<file path="src/hw/ctx_chan_map.vh">
// Register offsets, field positions and timing counts for the channel block
`ifndef CTX_CHAN_MAP_VH
`define CTX_CHAN_MAP_VH

// ==========================================================================
// Register offsets (byte addresses)
// ==========================================================================
`define CTX_OFS_RX_PTR 8'h0c
`define CTX_OFS_RX_LEVEL 8'h0c
`define CTX_OFS_FIFO 8'h10
`define CTX_OFS_TX_AE_LVL 8'h14
`define CTX_OFS_RX_AF_LVL 8'h18
`define CTX_OFS_TX_CTRL 8'h1c
`define CTX_OFS_TX_WORDS 8'h20
`define CTX_OFS_TX_LOCAL 8'h24
`define CTX_OFS_TX_LOW_TOT 8'h28
`define CTX_OFS_TX_START 8'h2c
`define CTX_OFS_STATUS 8'h30

// ==========================================================================
// Transmitter control fields
// ==========================================================================
`define CTX_CTL_RUN 0
`define CTX_CTL_MOVE 1
`define CTX_CTL_DONE_IRQ 2
`define CTX_CTL_EDGE_IRQ 3
`define CTX_CTL_STARVE_IRQ 4
`define CTX_CTL_SWAP 5
`define CTX_CTL_LEVEL_IRQ 6
`define CTX_CTL_W 7

// ==========================================================================
// Status fields
// ==========================================================================
`define CTX_ST_DONE 0
`define CTX_ST_EDGE 1
`define CTX_ST_STARVE 2
`define CTX_ST_LOW_LEVEL 3
`define CTX_ST_TX_IDLE 4
`define CTX_ST_DMA_BUSY 5
`define CTX_ST_DMA_ERR 6
`define CTX_ST_RX_AF 7
`define CTX_ST_TX_AE 8
`define CTX_ST_DMA_DONE 9
`define CTX_ST_W 10

// ==========================================================================
// Descriptor pointer word fields
// ==========================================================================
`define CTX_PTR_DIR 1
`define CTX_PTR_EOC 0

// ==========================================================================
// Widths, reset values and timing
// ==========================================================================
`define CTX_TX_AE_BITS 12
`define CTX_RX_AF_BITS 13
`define CTX_LVL_BITS 16
`define CTX_RESET_WORD 32'h0000_0000
`define CTX_RESET_CTL 7'h00
`define CTX_PIX_DIV 4'h2

`endif

</file>
<file path="src/hw/ctx_chan.v">
// Channel transmit path control and receive descriptor DMA registers
`timescale 1ns/1ps
`include "ctx_chan_map.vh"

module ctx_chan (
	input wire core_clk,
	input wire resetn,
	input wire [7:0] reg_addr,
	input wire reg_wr,
	input wire reg_rd,
	input wire [31:0] reg_wdata,
	output reg [31:0] reg_rdata_q,
	output reg reg_rvalid_q,
	output wire mem_req,
	output wire mem_we,
	output reg [31:0] mem_addr_q,
	output reg [31:0] mem_wdata_q,
	input wire mem_ack,
	input wire [31:0] mem_rdata,
	input wire [15:0] rx_fifo_level,
	input wire [31:0] rx_fifo_word,
	output wire rx_fifo_pop,
	output reg tx_fifo_push_q,
	output reg [31:0] tx_fifo_data_q,
	input wire [15:0] tx_dma_level,
	input wire [31:0] ext_fifo_level,
	input wire [15:0] sm_fifo_level,
	input wire sm_fifo_empty,
	input wire sm_almost_full,
	input wire [31:0] sm_fifo_word,
	output wire sm_fifo_pop,
	output wire transmit_path_move,
	output reg [15:0] pix_data_q,
	output reg pix_valid_q,
	output wire tx_irq
);

	// ======================================================================
	// States
	// ======================================================================
	localparam [3:0] T_IDLE = 4'b0001;
	localparam [3:0] T_WAIT = 4'b0010;
	localparam [3:0] T_FIRST = 4'b0100;
	localparam [3:0] T_SECOND = 4'b1000;
	localparam [3:0] D_IDLE = 4'b0001;
	localparam [3:0] D_DESC = 4'b0010;
	localparam [3:0] D_POP = 4'b0100;
	localparam [3:0] D_WR = 4'b1000;

	// Word address of a pointer word, low two bits forced clear
	function [31:0] ptr_addr;
		input [31:0] w;
		begin
			ptr_addr = {w[31:2], 2'b00};
		end
	endfunction

	// ======================================================================
	// Registers
	// ======================================================================
	reg [`CTX_CTL_W-1:0] ctl_q;
	reg [`CTX_LVL_BITS-1:0] ae_lvl_q;
	reg [`CTX_LVL_BITS-1:0] af_lvl_q;
	reg [31:0] words_q;
	reg [31:0] low_tot_q;
	reg [31:0] start_q;
	reg done_q;
	reg edge_q;
	reg starve_q;
	reg dma_err_q;
	reg dma_done_q;
	reg was_ae_q;
	reg [15:0] sm_lvl_m_q;
	reg [15:0] sm_lvl_q;
	reg [3:0] tst_q;
	reg [3:0] dst_q;
	reg [3:0] div_q;
	reg [31:0] wcnt_q;
	reg [15:0] hold_q;
	reg [31:0] buf_q;
	reg [31:0] rem_q;
	reg [31:0] next_q;
	reg [31:0] desc_q;
	reg [1:0] idx_q;

	wire wr_fifo = reg_wr && reg_addr == `CTX_OFS_FIFO;
	wire rd_fifo = reg_rd && reg_addr == `CTX_OFS_FIFO;
	wire wr_ptr = reg_wr && reg_addr == `CTX_OFS_RX_PTR;
	wire wr_stat = reg_wr && reg_addr == `CTX_OFS_STATUS;
	wire pix_en = div_q == 4'h0;

	// ======================================================================
	// Level comparisons
	// ======================================================================
	wire [31:0] path_sum = {16'h0000, tx_dma_level} + ext_fifo_level
		+ {16'h0000, sm_lvl_q};
	wire tx_ae = tx_dma_level[`CTX_TX_AE_BITS-1:0]
		< ae_lvl_q[`CTX_TX_AE_BITS-1:0];
	wire tx_ae_at = tx_dma_level[`CTX_TX_AE_BITS-1:0]
		<= ae_lvl_q[`CTX_TX_AE_BITS-1:0];
	wire rx_af = rx_fifo_level[`CTX_RX_AF_BITS-1:0]
		>= af_lvl_q[`CTX_RX_AF_BITS-1:0];
	wire low_level = path_sum < low_tot_q;
	// Start needs the path total and local almost full
	wire start_ok = !(path_sum < start_q) && sm_almost_full;

	assign transmit_path_move = ctl_q[`CTX_CTL_MOVE];
	// Latched status gated by enables; level term is live
	assign tx_irq = (done_q && ctl_q[`CTX_CTL_DONE_IRQ])
		|| (edge_q && ctl_q[`CTX_CTL_EDGE_IRQ])
		|| (starve_q && ctl_q[`CTX_CTL_STARVE_IRQ])
		|| (low_level && ctl_q[`CTX_CTL_LEVEL_IRQ]);

	// ======================================================================
	// Local FIFO level crossing
	// ======================================================================
	always @(posedge core_clk or negedge resetn) begin
		if (!resetn) begin
			sm_lvl_m_q <= 16'h0000;
			sm_lvl_q <= 16'h0000;
		end else begin
			// Binary count, trusted only while static
			sm_lvl_m_q <= sm_fifo_level;
			sm_lvl_q <= sm_lvl_m_q;
		end
	end

	// ======================================================================
	// Register writes
	// ======================================================================
	always @(posedge core_clk or negedge resetn) begin
		if (!resetn) begin
			ctl_q <= `CTX_RESET_CTL;
			ae_lvl_q <= 16'h0000;
			af_lvl_q <= 16'h0000;
			words_q <= `CTX_RESET_WORD;
			low_tot_q <= `CTX_RESET_WORD;
			start_q <= `CTX_RESET_WORD;
			tx_fifo_push_q <= 1'b0;
			tx_fifo_data_q <= `CTX_RESET_WORD;
		end else begin
			// One-cycle push pulse per port write
			tx_fifo_push_q <= wr_fifo;
			if (wr_fifo)
				tx_fifo_data_q <= reg_wdata;
			if (reg_wr) begin
				case (reg_addr)
				`CTX_OFS_TX_AE_LVL: ae_lvl_q <= reg_wdata[15:0];
				`CTX_OFS_RX_AF_LVL: af_lvl_q <= reg_wdata[15:0];
				`CTX_OFS_TX_CTRL: ctl_q <= reg_wdata[`CTX_CTL_W-1:0];
				`CTX_OFS_TX_WORDS: words_q <= reg_wdata;
				`CTX_OFS_TX_LOW_TOT: low_tot_q <= reg_wdata;
				`CTX_OFS_TX_START: start_q <= reg_wdata;
				default: ;
				endcase
			end
		end
	end

	// ======================================================================
	// Register reads
	// ======================================================================
	// Sticky and live bits side by side
	wire [`CTX_ST_W-1:0] status = {dma_done_q, tx_ae, rx_af, dma_err_q,
		dst_q != D_IDLE, tst_q == T_IDLE, low_level, starve_q, edge_q,
		done_q};

	always @(posedge core_clk or negedge resetn) begin
		if (!resetn) begin
			reg_rdata_q <= `CTX_RESET_WORD;
			reg_rvalid_q <= 1'b0;
		end else begin
			reg_rvalid_q <= reg_rd;
			if (reg_rd) begin
				case (reg_addr)
				`CTX_OFS_RX_LEVEL: reg_rdata_q <= {16'h0000,
					rx_fifo_level};
				`CTX_OFS_FIFO: reg_rdata_q <= rx_fifo_word;
				`CTX_OFS_TX_AE_LVL: reg_rdata_q <= {16'h0000, ae_lvl_q};
				`CTX_OFS_RX_AF_LVL: reg_rdata_q <= {16'h0000, af_lvl_q};
				`CTX_OFS_TX_CTRL: reg_rdata_q <= {25'h0000000, ctl_q};
				`CTX_OFS_TX_WORDS: reg_rdata_q <= words_q;
				`CTX_OFS_TX_LOCAL: reg_rdata_q <= {16'h0000,
					sm_lvl_q};
				`CTX_OFS_TX_LOW_TOT: reg_rdata_q <= low_tot_q;
				`CTX_OFS_TX_START: reg_rdata_q <= start_q;
				`CTX_OFS_STATUS: reg_rdata_q <= {22'h000000, status};
				default: reg_rdata_q <= `CTX_RESET_WORD;
				endcase
			end
		end
	end

	// ======================================================================
	// Pixel transmitter
	// ======================================================================
	// One word feeds a pixel pair
	wire need_word = tst_q == T_FIRST && pix_en && ctl_q[`CTX_CTL_RUN];
	wire starve_ev = need_word && sm_fifo_empty;
	wire done_ev = tst_q == T_SECOND && pix_en && ctl_q[`CTX_CTL_RUN]
		&& wcnt_q + 32'h1 >= words_q;
	assign sm_fifo_pop = need_word && !sm_fifo_empty;

	always @(posedge core_clk or negedge resetn) begin
		if (!resetn) begin
			tst_q <= T_IDLE;
			div_q <= 4'h0;
			wcnt_q <= `CTX_RESET_WORD;
			hold_q <= 16'h0000;
			pix_data_q <= 16'h0000;
			pix_valid_q <= 1'b0;
		end else begin
			pix_valid_q <= 1'b0;
			// Free-running pixel pace divider
			div_q <= pix_en ? `CTX_PIX_DIV - 4'h1 : div_q - 4'h1;
			if (!ctl_q[`CTX_CTL_RUN]) begin
				tst_q <= T_IDLE;
				wcnt_q <= `CTX_RESET_WORD;
			end else begin
				case (tst_q)
				T_IDLE: tst_q <= T_WAIT;
				T_WAIT: if (start_ok) tst_q <= T_FIRST;
				T_FIRST: if (sm_fifo_pop) begin
					pix_valid_q <= 1'b1;
					if (ctl_q[`CTX_CTL_SWAP]) begin
						pix_data_q <= sm_fifo_word[31:16];
						hold_q <= sm_fifo_word[15:0];
					end else begin
						pix_data_q <= sm_fifo_word[15:0];
						hold_q <= sm_fifo_word[31:16];
					end
					tst_q <= T_SECOND;
				end
				T_SECOND: if (pix_en) begin
					pix_valid_q <= 1'b1;
					pix_data_q <= hold_q;
					wcnt_q <= done_ev ? `CTX_RESET_WORD : wcnt_q + 32'h1;
					tst_q <= T_FIRST;
				end
				default: tst_q <= T_IDLE;
				endcase
			end
		end
	end

	// ======================================================================
	// Sticky status, set wins over clear
	// ======================================================================
	always @(posedge core_clk or negedge resetn) begin
		if (!resetn) begin
			done_q <= 1'b0;
			edge_q <= 1'b0;
			starve_q <= 1'b0;
			// Starts high so reset makes no false edge
			was_ae_q <= 1'b1;
		end else begin
			was_ae_q <= tx_ae_at;
			done_q <= done_ev
				|| (done_q && !(wr_stat && reg_wdata[`CTX_ST_DONE]));
			edge_q <= (tx_ae_at && !was_ae_q)
				|| (edge_q && !(wr_stat && reg_wdata[`CTX_ST_EDGE]));
			starve_q <= starve_ev
				|| (starve_q && !(wr_stat && reg_wdata[`CTX_ST_STARVE]));
		end
	end

	// ======================================================================
	// Receive descriptor DMA
	// ======================================================================
	// Host read of the port wins the head word
	wire dma_pop = dst_q == D_POP && rem_q != 32'h0
		&& rx_fifo_level != 16'h0000 && !rd_fifo;
	assign rx_fifo_pop = rd_fifo || dma_pop;
	assign mem_req = dst_q == D_DESC || dst_q == D_WR;
	assign mem_we = dst_q == D_WR;

	always @(posedge core_clk or negedge resetn) begin
		if (!resetn) begin
			dst_q <= D_IDLE;
			idx_q <= 2'b00;
			buf_q <= `CTX_RESET_WORD;
			rem_q <= `CTX_RESET_WORD;
			next_q <= `CTX_RESET_WORD;
			desc_q <= `CTX_RESET_WORD;
			mem_addr_q <= `CTX_RESET_WORD;
			mem_wdata_q <= `CTX_RESET_WORD;
			dma_err_q <= 1'b0;
			dma_done_q <= 1'b0;
		end else begin
			if (wr_stat && reg_wdata[`CTX_ST_DMA_ERR])
				dma_err_q <= 1'b0;
			if (wr_stat && reg_wdata[`CTX_ST_DMA_DONE])
				dma_done_q <= 1'b0;
			// Zero aborts; any other pointer restarts the chain
			if (wr_ptr && reg_wdata == 32'h0) begin
				dst_q <= D_IDLE;
			end else if (wr_ptr) begin
				desc_q <= ptr_addr(reg_wdata);
				mem_addr_q <= ptr_addr(reg_wdata);
				idx_q <= 2'b00;
				dst_q <= D_DESC;
			end else begin
				case (dst_q)
				D_IDLE: ;
				D_DESC: if (mem_ack) begin
					idx_q <= idx_q + 2'b01;
					mem_addr_q <= mem_addr_q + 32'h4;
					if (idx_q == 2'b00)
						buf_q <= ptr_addr(mem_rdata);
					if (idx_q == 2'b01)
						rem_q <= {2'b00, mem_rdata[31:2]};
					// Third word: next pointer with its flag bits
					if (idx_q == 2'b10) begin
						next_q <= mem_rdata;
						mem_addr_q <= buf_q;
						if (!mem_rdata[`CTX_PTR_DIR]) begin
							dma_err_q <= 1'b1;
							dst_q <= D_IDLE;
						end else
							dst_q <= D_POP;
					end
				end
				// One pop, then one host write, per word
				D_POP: if (rem_q == 32'h0) begin
					if (next_q[`CTX_PTR_EOC]) begin
						dma_done_q <= 1'b1;
						dst_q <= D_IDLE;
					end else begin
						desc_q <= ptr_addr(next_q);
						mem_addr_q <= ptr_addr(next_q);
						idx_q <= 2'b00;
						dst_q <= D_DESC;
					end
				end else if (dma_pop) begin
					mem_wdata_q <= rx_fifo_word;
					dst_q <= D_WR;
				end
				D_WR: if (mem_ack) begin
					mem_addr_q <= mem_addr_q + 32'h4;
					rem_q <= rem_q - 32'h1;
					dst_q <= D_POP;
				end
				default: dst_q <= D_IDLE;
				endcase
			end
		end
	end

endmodule // ctx_chan

</file>
<file path="config.mk">
export PLATFORM = sky130hd
export DESIGN_NAME = ctx_chan
export DESIGN_NICKNAME = d
export VERILOG_FILES = /design/src/hw/ctx_chan.v
export VERILOG_INCLUDE_DIRS = /design/src /design/src/hw
export SDC_FILE = /design/constraint.sdc
export NUM_CORES = 1
export LEC_CHECK = 0
export BUFFER_PORTS_ARGS = -buffer_cell sky130_fd_sc_hd__buf_4
export CAP_MARGIN = 20
export CELL_PAD_IN_SITES_DETAIL_PLACEMENT = 2
export CELL_PAD_IN_SITES_GLOBAL_PLACEMENT = 2
export CORE_MARGIN = 5
export CORE_UTILIZATION = 30
export CTS_BUF_LIST = sky130_fd_sc_hd__clkbuf_4 sky130_fd_sc_hd__clkbuf_8
export CTS_CLUSTER_DIAMETER = 40
export DETAILED_ROUTE_END_ITERATION = 8
export MAX_ROUTING_LAYER = met4
export PLACE_DENSITY = 0.71
export SLEW_MARGIN = 20
export SYNTH_ARGS = -nofsm -noshare
export SYNTH_HDL_FRONTEND = slang
export SYNTH_SLANG_ARGS = --single-unit
</file>
<file path="constraint.sdc">
create_clock -name core_clk -period 5.81 [get_ports core_clk]
set_clock_uncertainty 0.1 [all_clocks]
set_input_delay 0.2905 -clock core_clk [delete_from_list [all_inputs] [get_ports core_clk]]
set_output_delay 0.2905 -clock core_clk [all_outputs]
set_load 0.02 [all_outputs]
</file>
==> impl_metrics.ini, run 1 <==
[run_status]
outcome = completed

[logic_synthesis]
syn_area_um2 = 27100
synth_seq_cells = 473
synthDistinctLibCells = 86
synth_ff_type = dfrtp_1
syn_avg_cell_area_um2 = 10.13
yosysSeqAreaShare_pct = 43.69
syn-instance-count = 2675
async_reset_ff_share_pct = 100.0
synth_edf_count = 0
synth_warnings = 0

[min_path]
hold_class = in2reg

[floorplan]
rows = 110
die_area_um2 = 96440
io-pin-count = 376
die_h_um = 310.5
die_width_um = 310.5
initial_core_util_pct = 30.15
core_um2 = 89870

[critical_path]
crit_top_cell = inv_1
crit_path_cell_trace = inv_1 -> fa_1 -> inv_1 -> ha_2 -> inv_1 -> fa_2 -> nor2b_4 -> o31ai_4 -> a211oi_2 -> buf_4 -> a21oi_1 -> o21ai_0 -> xor2_2 -> ha_1 -> nand3_1 -> a21oi_1 -> a211oi_1 -> o2111ai_2 -> a311o_1 -> nand3_2 -> buf_6
end_kind = primary output
cp-start-kind = flop
worst_ep_required_time_ns = 5.42
crit_type = reg2out
path_max_fanout = 3
cpPeakStageDelay_ns = 0.42
critPathSlowestCell = fa_2
crit_arrival_ns = 5.21

[flow_run]
maxCapViolations = 0

[global_routing]
grt_pass1_wl_um = 183100
gr-total-overflow = 0
grt_pass1_vias = 28430
grt_max_degree = 124
antenna_found_initial = 7
track_usage_pct = 25.35

[place]
dp_cells = 4117
place_ws_ns = 0.2161
gp_congestion = 0.9151
placement.io_buffers = 373
hpwl_um = 85980

[cts]
clkLatencyLatePin_ns = 0.76
ctsLongestPathBuffers = 3
cts_root_buf = clkbuf_8
path_clk_slew_ns = 0.06
htreeDepth = 3
cts_tree = built
cts_made_buffers = 111
cts.sinks = 473

[drt]
drtPass1Iterations = 8
vias = 24980
wl_per_cell_um = 27.14
drcViolationCount = 0
avgViaCountPerCell = 5.522
ant_nets = 0
initialDrtViolationCount = 1424
drt_wl_total_um = 122800

[finish]
fillers = 9482
final_nets = 3628
area_growth_pct = 32.80
drive_gt1_share_pct = 29.99
register_area_um2 = 11840
fin_cells = 4524
multiInputGateArea_um2 = 14280

[timing]
setup_viol = 0
fin_crit_sh_pct = 96.34
clock.fmax_mhz = 178.7
period_needed_ns = 5.597
hold_violations = 0
worst_slack_ns = 0.2127
slew_viol_final = 0
tightest_slew_ns = 1.078
slew_headroom_pct = 27.93

[power_and_ir_drop]
finalPower_w = 0.009971
pwr_density_cell_nw_per_um2 = 277.1
vdd_drop_max_uv = 150.2
p_leak_nw = 16.75
-- layer usage --
metal | GRT usage, % | wire, um | up-vias
met5 | - | 0 | -
met2 | 42.45 | 60470 | 790
met3 | 5.019 | 7227 | 294
li1 | - | - | 10940
met4 | 10.53 | 5412 | 0
met1 | 29.98 | 49660 | 12950
-- kinds of logic after synthesis --
| group | share of synthesized area (%) |
|---|---|
| AO/OA/AOI/OAI | 15.85 |
| XOR/XNOR | 2.521 |
| adder cells (fa/ha/maj) | 7.767 |
| buffers and inverters | 4.793 |
| flip-flops | 43.69 |
| multiplexers | 12.48 |
| other | 0.01384 |
| AND/OR/NAND/NOR | 12.88 |
-- Yosys cell counts, types with 15 or more instances --
library cell  number  area [um2]
dfrtp_1          470       11760
mux2_2           262        2950
nand2_1          225       844.6
inv_1            175       656.9
a21oi_1          161       805.8
nor2_1           151       566.8
ha_1             141        1764
clkbuf_1         121       454.2
o21ai_0          117       585.6
nand3_1           66       330.3
nor3_1            63       315.3
a21o_1            51       382.9
mux2i_1           43       430.4
nand4_1           42       262.8
xnor2_1           41       359.1
a222oi_1          39       390.4
xor2_1            37       324.1
nor4_1            27       168.9
a22oi_1           22       165.2
a221o_1           21       210.2
and3_1            21       131.4
nor2b_1           18       112.6
buf_1             17       63.81
fa_1              17       340.3
a211oi_1          16       120.1
a31oi_1           16       100.1
o2bb2ai_1         16       140.1
o22ai_1           15       93.84
-- layout by cell type (no fill, tap or decap), types with 22 or more instances in the layout --
cell,count
nor4_1,27
o21ai_0,116
a21o_1,51
a22oi_1,22
xnor2_1,37
buf_4,430
mux2i_1,43
nor2_1,148
xor2_1,33
clkbuf_8,136
mux2_2,262
dlygate4sd3_1,174
nor3_1,60
nand3_1,64
inv_1,175
a21oi_1,161
nand4_1,42
nand2_1,224
dfrtp_1,469
ha_1,136
a222oi_1,39
-- critical path: cells and delay by family, from the launching register on --
kind	cells	cell delay, ns
xor+xnor	1	0.31
flops	1	0.38
compound gates	8	1.56
buf+inv	5	0.54
simple gates	3	0.35
fa+ha+maj	4	1.34
-- path summary, 6_finish.rpt --
kind	startpoint	to	slack, ns	cells after the start
max	sm_lvl_q[1]	tx_irq	0.21	21
max reg2reg	wcnt_q[2]	wcnt_q[11]	0.48	13
min reg2reg	sm_lvl_m_q[8]	sm_lvl_q[8]	0.25	0
min in group asynchronous	resetn	sm_lvl_q[12]	0.12	3
max in group asynchronous	resetn	ctl_q[5]	4.47	3
min	sm_fifo_level[5]	sm_lvl_m_q[5]	0.09	2
-- cell type report --
type,instances,share of cell area [%]
antenna,7,0.04868
clock buffer,154,5.577
clock inverter,53,1.617
inverter,176,1.836
multi-input combinational,1871,39.67
sequential,473,32.91
tap,1176,4.089
timing repair buffer,614,14.25
-- report_power, final --
group	internal [W]	leakage (nW)	switching [W]
logic	0.000753	9.02	0.00106
clock network	0.00270	1.32	0.00182
registers	0.00346	6.42	0.000176
-- what timing repair did --
item,in CTS,in global routing
setup endpoints to repair,1,1
hold endpoints to repair,636,0
hold buffers,175,0
resized for setup,11,25
cloned,0,0
setup buffers,3,13
pin swaps,3,11
-- through the flow --
stage / cell area [um2] / hold slack (ns) / utilization (%) / setup TNS (ns)
2_1_floorplan: 27100 / -0.1051 / - / 0
3_3_place_gp: 31220 / 0.1733 / 34.74 / 0
3_5_place_dp: 31240 / 0.1697 / 34.76 / 0
4_1_cts: 35670 / 0.009626 / 39.69 / 0
5_1_grt: 35980 / 0.05404 / 40.03 / -0.06608
6_report: 35980 / 0.08606 / 40.04 / 0
-- flip-flops by register name, indices dropped and copies added (netlist names), 30 cells and up --
register,flops
buf_q,30
low_tot_q,32
mem_addr_q,30
mem_wdata_q,32
next_q,31
reg_rdata_q,32
rem_q,32
start_q,32
tx_fifo_data_q,32
wcnt_q,32
words_q,32
No activity file was read; power rests on OpenSTA's default activity.
==> run 2: changes to the inputs <==
Settings changed: PLACE_DENSITY 0.71 to not set, PLACE_DENSITY_LB_ADDON set to 0.3.
==> impl_metrics.ini, run 2 (synthesized netlist as in run 1, its figures left out) <==
[drt]
avgViaCountPerCell = 5.481
ant_nets = 0
drtPass1Iterations = 6
drcViolationCount = 0
initialDrtViolationCount = 1417
vias = 24720
drt_wl_total_um = 121800
wl_per_cell_um = 27.01

[cts]
cts_root_buf = clkbuf_8
cts_made_buffers = 111
clkLatencyLatePin_ns = 0.75
htreeDepth = 3
ctsLongestPathBuffers = 3
cts.sinks = 473
path_clk_slew_ns = 0.06
cts_tree = built

[timing]
setup_viol = 0
slew_viol_final = 0
period_needed_ns = 5.617
tightest_slew_ns = 1.088
fin_crit_sh_pct = 96.67
slew_headroom_pct = 27.24
hold_violations = 0
rsz0062_at_grt = false
final.setup.tns_ns = 0
clock.fmax_mhz = 178.0

[run_status]
outcome = completed

[floorplan]
initial_core_util_pct = 30.15
die_area_um2 = 96440
die_h_um = 310.5
io-pin-count = 376
rows = 110
die_width_um = 310.5
core_um2 = 89870

[place]
placement.io_buffers = 373
hpwl_um = 85460
gp_congestion = 0.9048
post_dp_cell_area_um2 = 31230

[global_routing]
antenna_found_initial = 14
track_usage_pct = 25.15
grt_max_degree = 158
grt_pass1_vias = 28110
grt_pass1_wl_um = 181700
gr-total-overflow = 0

[power_and_ir_drop]
pwr_density_cell_nw_per_um2 = 280.8
finalPower_w = 0.01006
p_leak_nw = 16.68
vdd_drop_max_uv = 136.0

[min_path]
hold_class = in2async

[finish]
final_cell_mix = 469 x dfrtp_1, 422 x buf_4, 262 x mux2_2
final_nets = 3616
final_area_um2 = 35830
layout_commonest_cell = dfrtp_1
area_growth_pct = 32.23
fillers = 9552
drive_gt1_share_pct = 29.24

[critical_path]
path_max_fanout = 4
end_kind = primary output
crit_type = reg2out
worst_ep_required_time_ns = 5.42
cp-start-kind = flop
crit_arrival_ns = 5.23

[flow_run]
maxCapViolations = 0
-- run 2: cell count changes in the layout (fill, tap and decap cells not counted), sizes merged --
cell	previous run	this run
buf	439	428
dlygate4sd3	174	172
bufinv	10	16
clkinv	23	19
inv	181	176
clkbuf	155	154
diode	7	13
clkinvlp	15	12
-- run 2: final timing paths --
path / from / cells after the start / to / slack (ns)
hold reg to reg: sm_lvl_m_q[1] / 0 / sm_lvl_q[1] / 0.25
setup reg to reg: wcnt_q[2] / 14 / wcnt_q[23] / 0.87
hold / removal: resetn / 2 / sm_lvl_m_q[12] / 0.08
max in group asynchronous: resetn / 3 / rem_q[16] / 4.01
min in group core_clk: rx_fifo_level[9] / 4 / reg_rdata_q[9] / 0.10
setup / recovery: sm_lvl_q[3] / 17 / tx_irq / 0.19
-- run 2: worst max-delay path: stages, from the launching register on --
cell and delay, ns:
dfrtp_1 0.41, fa_1 0.53, ha_4 0.32, o21a_1 0.16
a211oi_2 0.12, or4_4 0.54, a31oi_2 0.19, buf_6 0.18
nand3_1 0.16, xnor2_2 0.18, ha_1 0.31, and3_1 0.19
a221oi_2 0.28, or2_4 0.17, o2111ai_2 0.15, a311o_1 0.36
nand3_1 0.10, buf_6 0.13
-- run 2: repair_timing --
item | 4_1_cts | 5_1_grt
gates resized for setup | 9 | 14
endpoints found under the setup margin | 1 | 1
pin swaps | 7 | 5
hold buffers | 172 | 0
endpoints found under the hold margin | 488 | 0
setup buffers | 7 | 2
-- run 2: report_power, final --
| part | total (W) | internal [W] | switching [W] | leakage, nW |
|---|---|---|---|---|
| registers | 0.00364 | 0.00346 | 0.000177 | 6.42 |
| logic | 0.00176 | 0.000730 | 0.00103 | 8.92 |
| clock network | 0.00466 | 0.00290 | 0.00176 | 1.35 |
-- run 2: per-stage QoR --
stage	util (%)	cells	setup WS [ns]	hold slack, ns
finish	39.87	4510	0.1932	0.07920
global route	39.85	4504	0.003555	0.05419
CTS	39.72	4493	0.003332	0.02569
detailed placement	34.75	4115	0.2909	0.2365
global placement	34.75	4115	0.2653	0.2374
floorplan	-	2676	1.261	-0.1051
-- run 2: metal layers --
metal | GRT usage (%) | up-vias | routed length [um]
li1 | - | 10900 | -
met1 | 28.86 | 12840 | 48260
met2 | 42.68 | 724 | 60720
met3 | 6.012 | 252 | 7967
met4 | 9.849 | 0 | 4876
met5 | - | - | 0
-- run 2: final cells by class --
class                   instances  area [um2]  area share (%)
well taps                    1176        1471           4.106
clock buffers                 152        1967           5.489
inverters                     176       660.6           1.844
flip-flops and latches        473       11840           33.05
diodes                         13       32.53         0.09079
repair buffers                602        5000           13.95
clock inverters                47       675.6           1.886
multi-input cells            1871       14180           39.58
==> run 3: changes to the inputs <==
Settings changed: CORE_UTILIZATION 30 to 38.
==> impl_metrics.ini, run 3 (synthesized netlist as in run 1, its figures left out) <==
[drt]
vias = 25450
ant_nets = 0
drt_wl_total_um = 125800
initialDrtViolationCount = 2065
avgViaCountPerCell = 5.955
drtPass1Iterations = 6
wl_per_cell_um = 29.44
drcViolationCount = 0

[cts]
cts_made_buffers = 103
cts.sinks = 473
ctsLongestPathBuffers = 3
htreeDepth = 3
clkLatencyLatePin_ns = 0.75
cts_root_buf = clkbuf_8
cts_tree = built
path_clk_slew_ns = 0.08

[critical_path]
r2r_cells = 25
rrSetupSlack_ns = 0.53
end_kind = primary output
crit_arrival_ns = 5.34
regToRegEndpoint = tst_q[2]
path_max_fanout = 7
worst_ep_required_time_ns = 5.42
crit_type = reg2out
r2r_start = sm_lvl_q[1]
cp-start-kind = flop

[timing]
final.setup.tns_ns = 0
period_needed_ns = 5.734
worst_slack_ns = 0.07554
clock.fmax_mhz = 174.4
slew_viol_final = 0
fin_crit_sh_pct = 98.70
hold_violations = 0
tightest_slew_ns = 1.222
setup_viol = 0
slew_headroom_pct = 17.91

[floorplan]
core_um2 = 71120
io-pin-count = 376
die_width_um = 277.0
die_h_um = 277.0
initial_core_util_pct = 38.10
die_area_um2 = 76750
rows = 98

[finish]
register_area_um2 = 11840
fin_util_pct = 49.99
drive_gt1_share_pct = 29.54
final_nets = 3612
layout_commonest_cell = dfrtp_1
fillers = 7213
area_growth_pct = 31.20
multiInputGateArea_um2 = 14260
final_cell_mix = 469 x dfrtp_1, 431 x buf_4, 262 x mux2_2

[global_routing]
grt_max_degree = 126
grt_pass1_vias = 28870
grt_pass1_wl_um = 188500
gr-total-overflow = 0
track_usage_pct = 32.49
antenna_found_initial = 10

[power_and_ir_drop]
vdd_drop_max_uv = 168.4
pwr_density_cell_nw_per_um2 = 283.4
p_leak_nw = 16.64
finalPower_w = 0.01008

[flow_run]
maxCapViolations = 0

[run_status]
outcome = completed

[place]
hpwl_um = 83580
place_ws_ns = 0.3820
placement.io_buffers = 373
gp_congestion = 0.9494

[min_path]
hold_class = in2async
## run 3: changes by cell type in the layout (fill, tap and decap cells not counted), sizes merged
cell	change
buf	+9
bufinv	-1
clkbuf	-12
clkinv	-2
clkinvlp	+5
diode	-8
dlygate4sd3	-3
inv	+1
## run 3: repair_timing
action                                  4_1_cts  5_1_grt
pin swaps                                     6        9
endpoints found under the setup margin        1        1
buffers inserted                              7        7
gates resized for setup                      11       23
hold buffers                                169        0
endpoints found under the hold margin       473        0
## run 3: per-stage QoR
step                area (um2)  std cells  hold slack (ns)
finish                   35550       4273          0.07727
global placement         30960       3892           0.2386
global route             35550       4273          0.06384
CTS                      35330       4261        0.0001341
floorplan                27100       2676          -0.1051
detailed placement       30960       3893           0.2364
## run 3: how the worst max path moves through the flow
stage	from	end	slack, ns	cells past startpoint
after global routing	sm_lvl_q[1]	tx_irq	-0.09	21
after CTS	sm_lvl_q[3]	tx_irq	0.009	17
after detailed placement	tx_dma_level[1]	tx_irq	0.38	22
after global placement	tx_dma_level[1]	tx_irq	0.50	22
after floorplan	sm_lvl_q[11]	tx_irq	1.26	15
final	sm_lvl_q[1]	tx_irq	0.08	21
## run 3: layout make-up
type / count / area share (%)
Multi-Input combinational cell: 1871 / 40.11
Sequential cell: 473 / 33.31
Timing Repair Buffer: 606 / 14.12
Clock buffer: 142 / 5.269
Tap cell: 950 / 3.344
Clock inverter: 50 / 1.957
Inverter: 176 / 1.858
Antenna cell: 5 / 0.03520
## run 3: power breakdown
group	switching (W)	internal (W)
clock	0.00183	0.00278
combinational	0.00108	0.000747
sequential	0.000182	0.00346
## run 3: critical path, stage by stage, from the launching register on
cell,delay (ns)
dfrtp_1,0.40
inv_1,0.07
fa_1,0.41
inv_1,0.10
ha_2,0.22
inv_1,0.08
fa_2,0.43
nor2b_4,0.18
o31ai_4,0.10
a211oi_4,0.30
a21oi_2,0.10
buf_6,0.16
nor2_4,0.13
xor2_2,0.23
ha_4,0.25
and3_1,0.21
a221oi_2,0.29
or2_4,0.17
o2111ai_2,0.14
a311o_1,0.37
nand3_2,0.12
buf_4,0.16
## run 3: metal layers
metal | track usage, % | share of wire (%) | vias to the layer above
li1 | - | - | 10890
met1 | 39.07 | 40 | 13400
met2 | 56.04 | 51 | 914
met3 | 5.218 | 5.7 | 244
met4 | 10.74 | 3.6 | 0
met5 | - | 0 | -
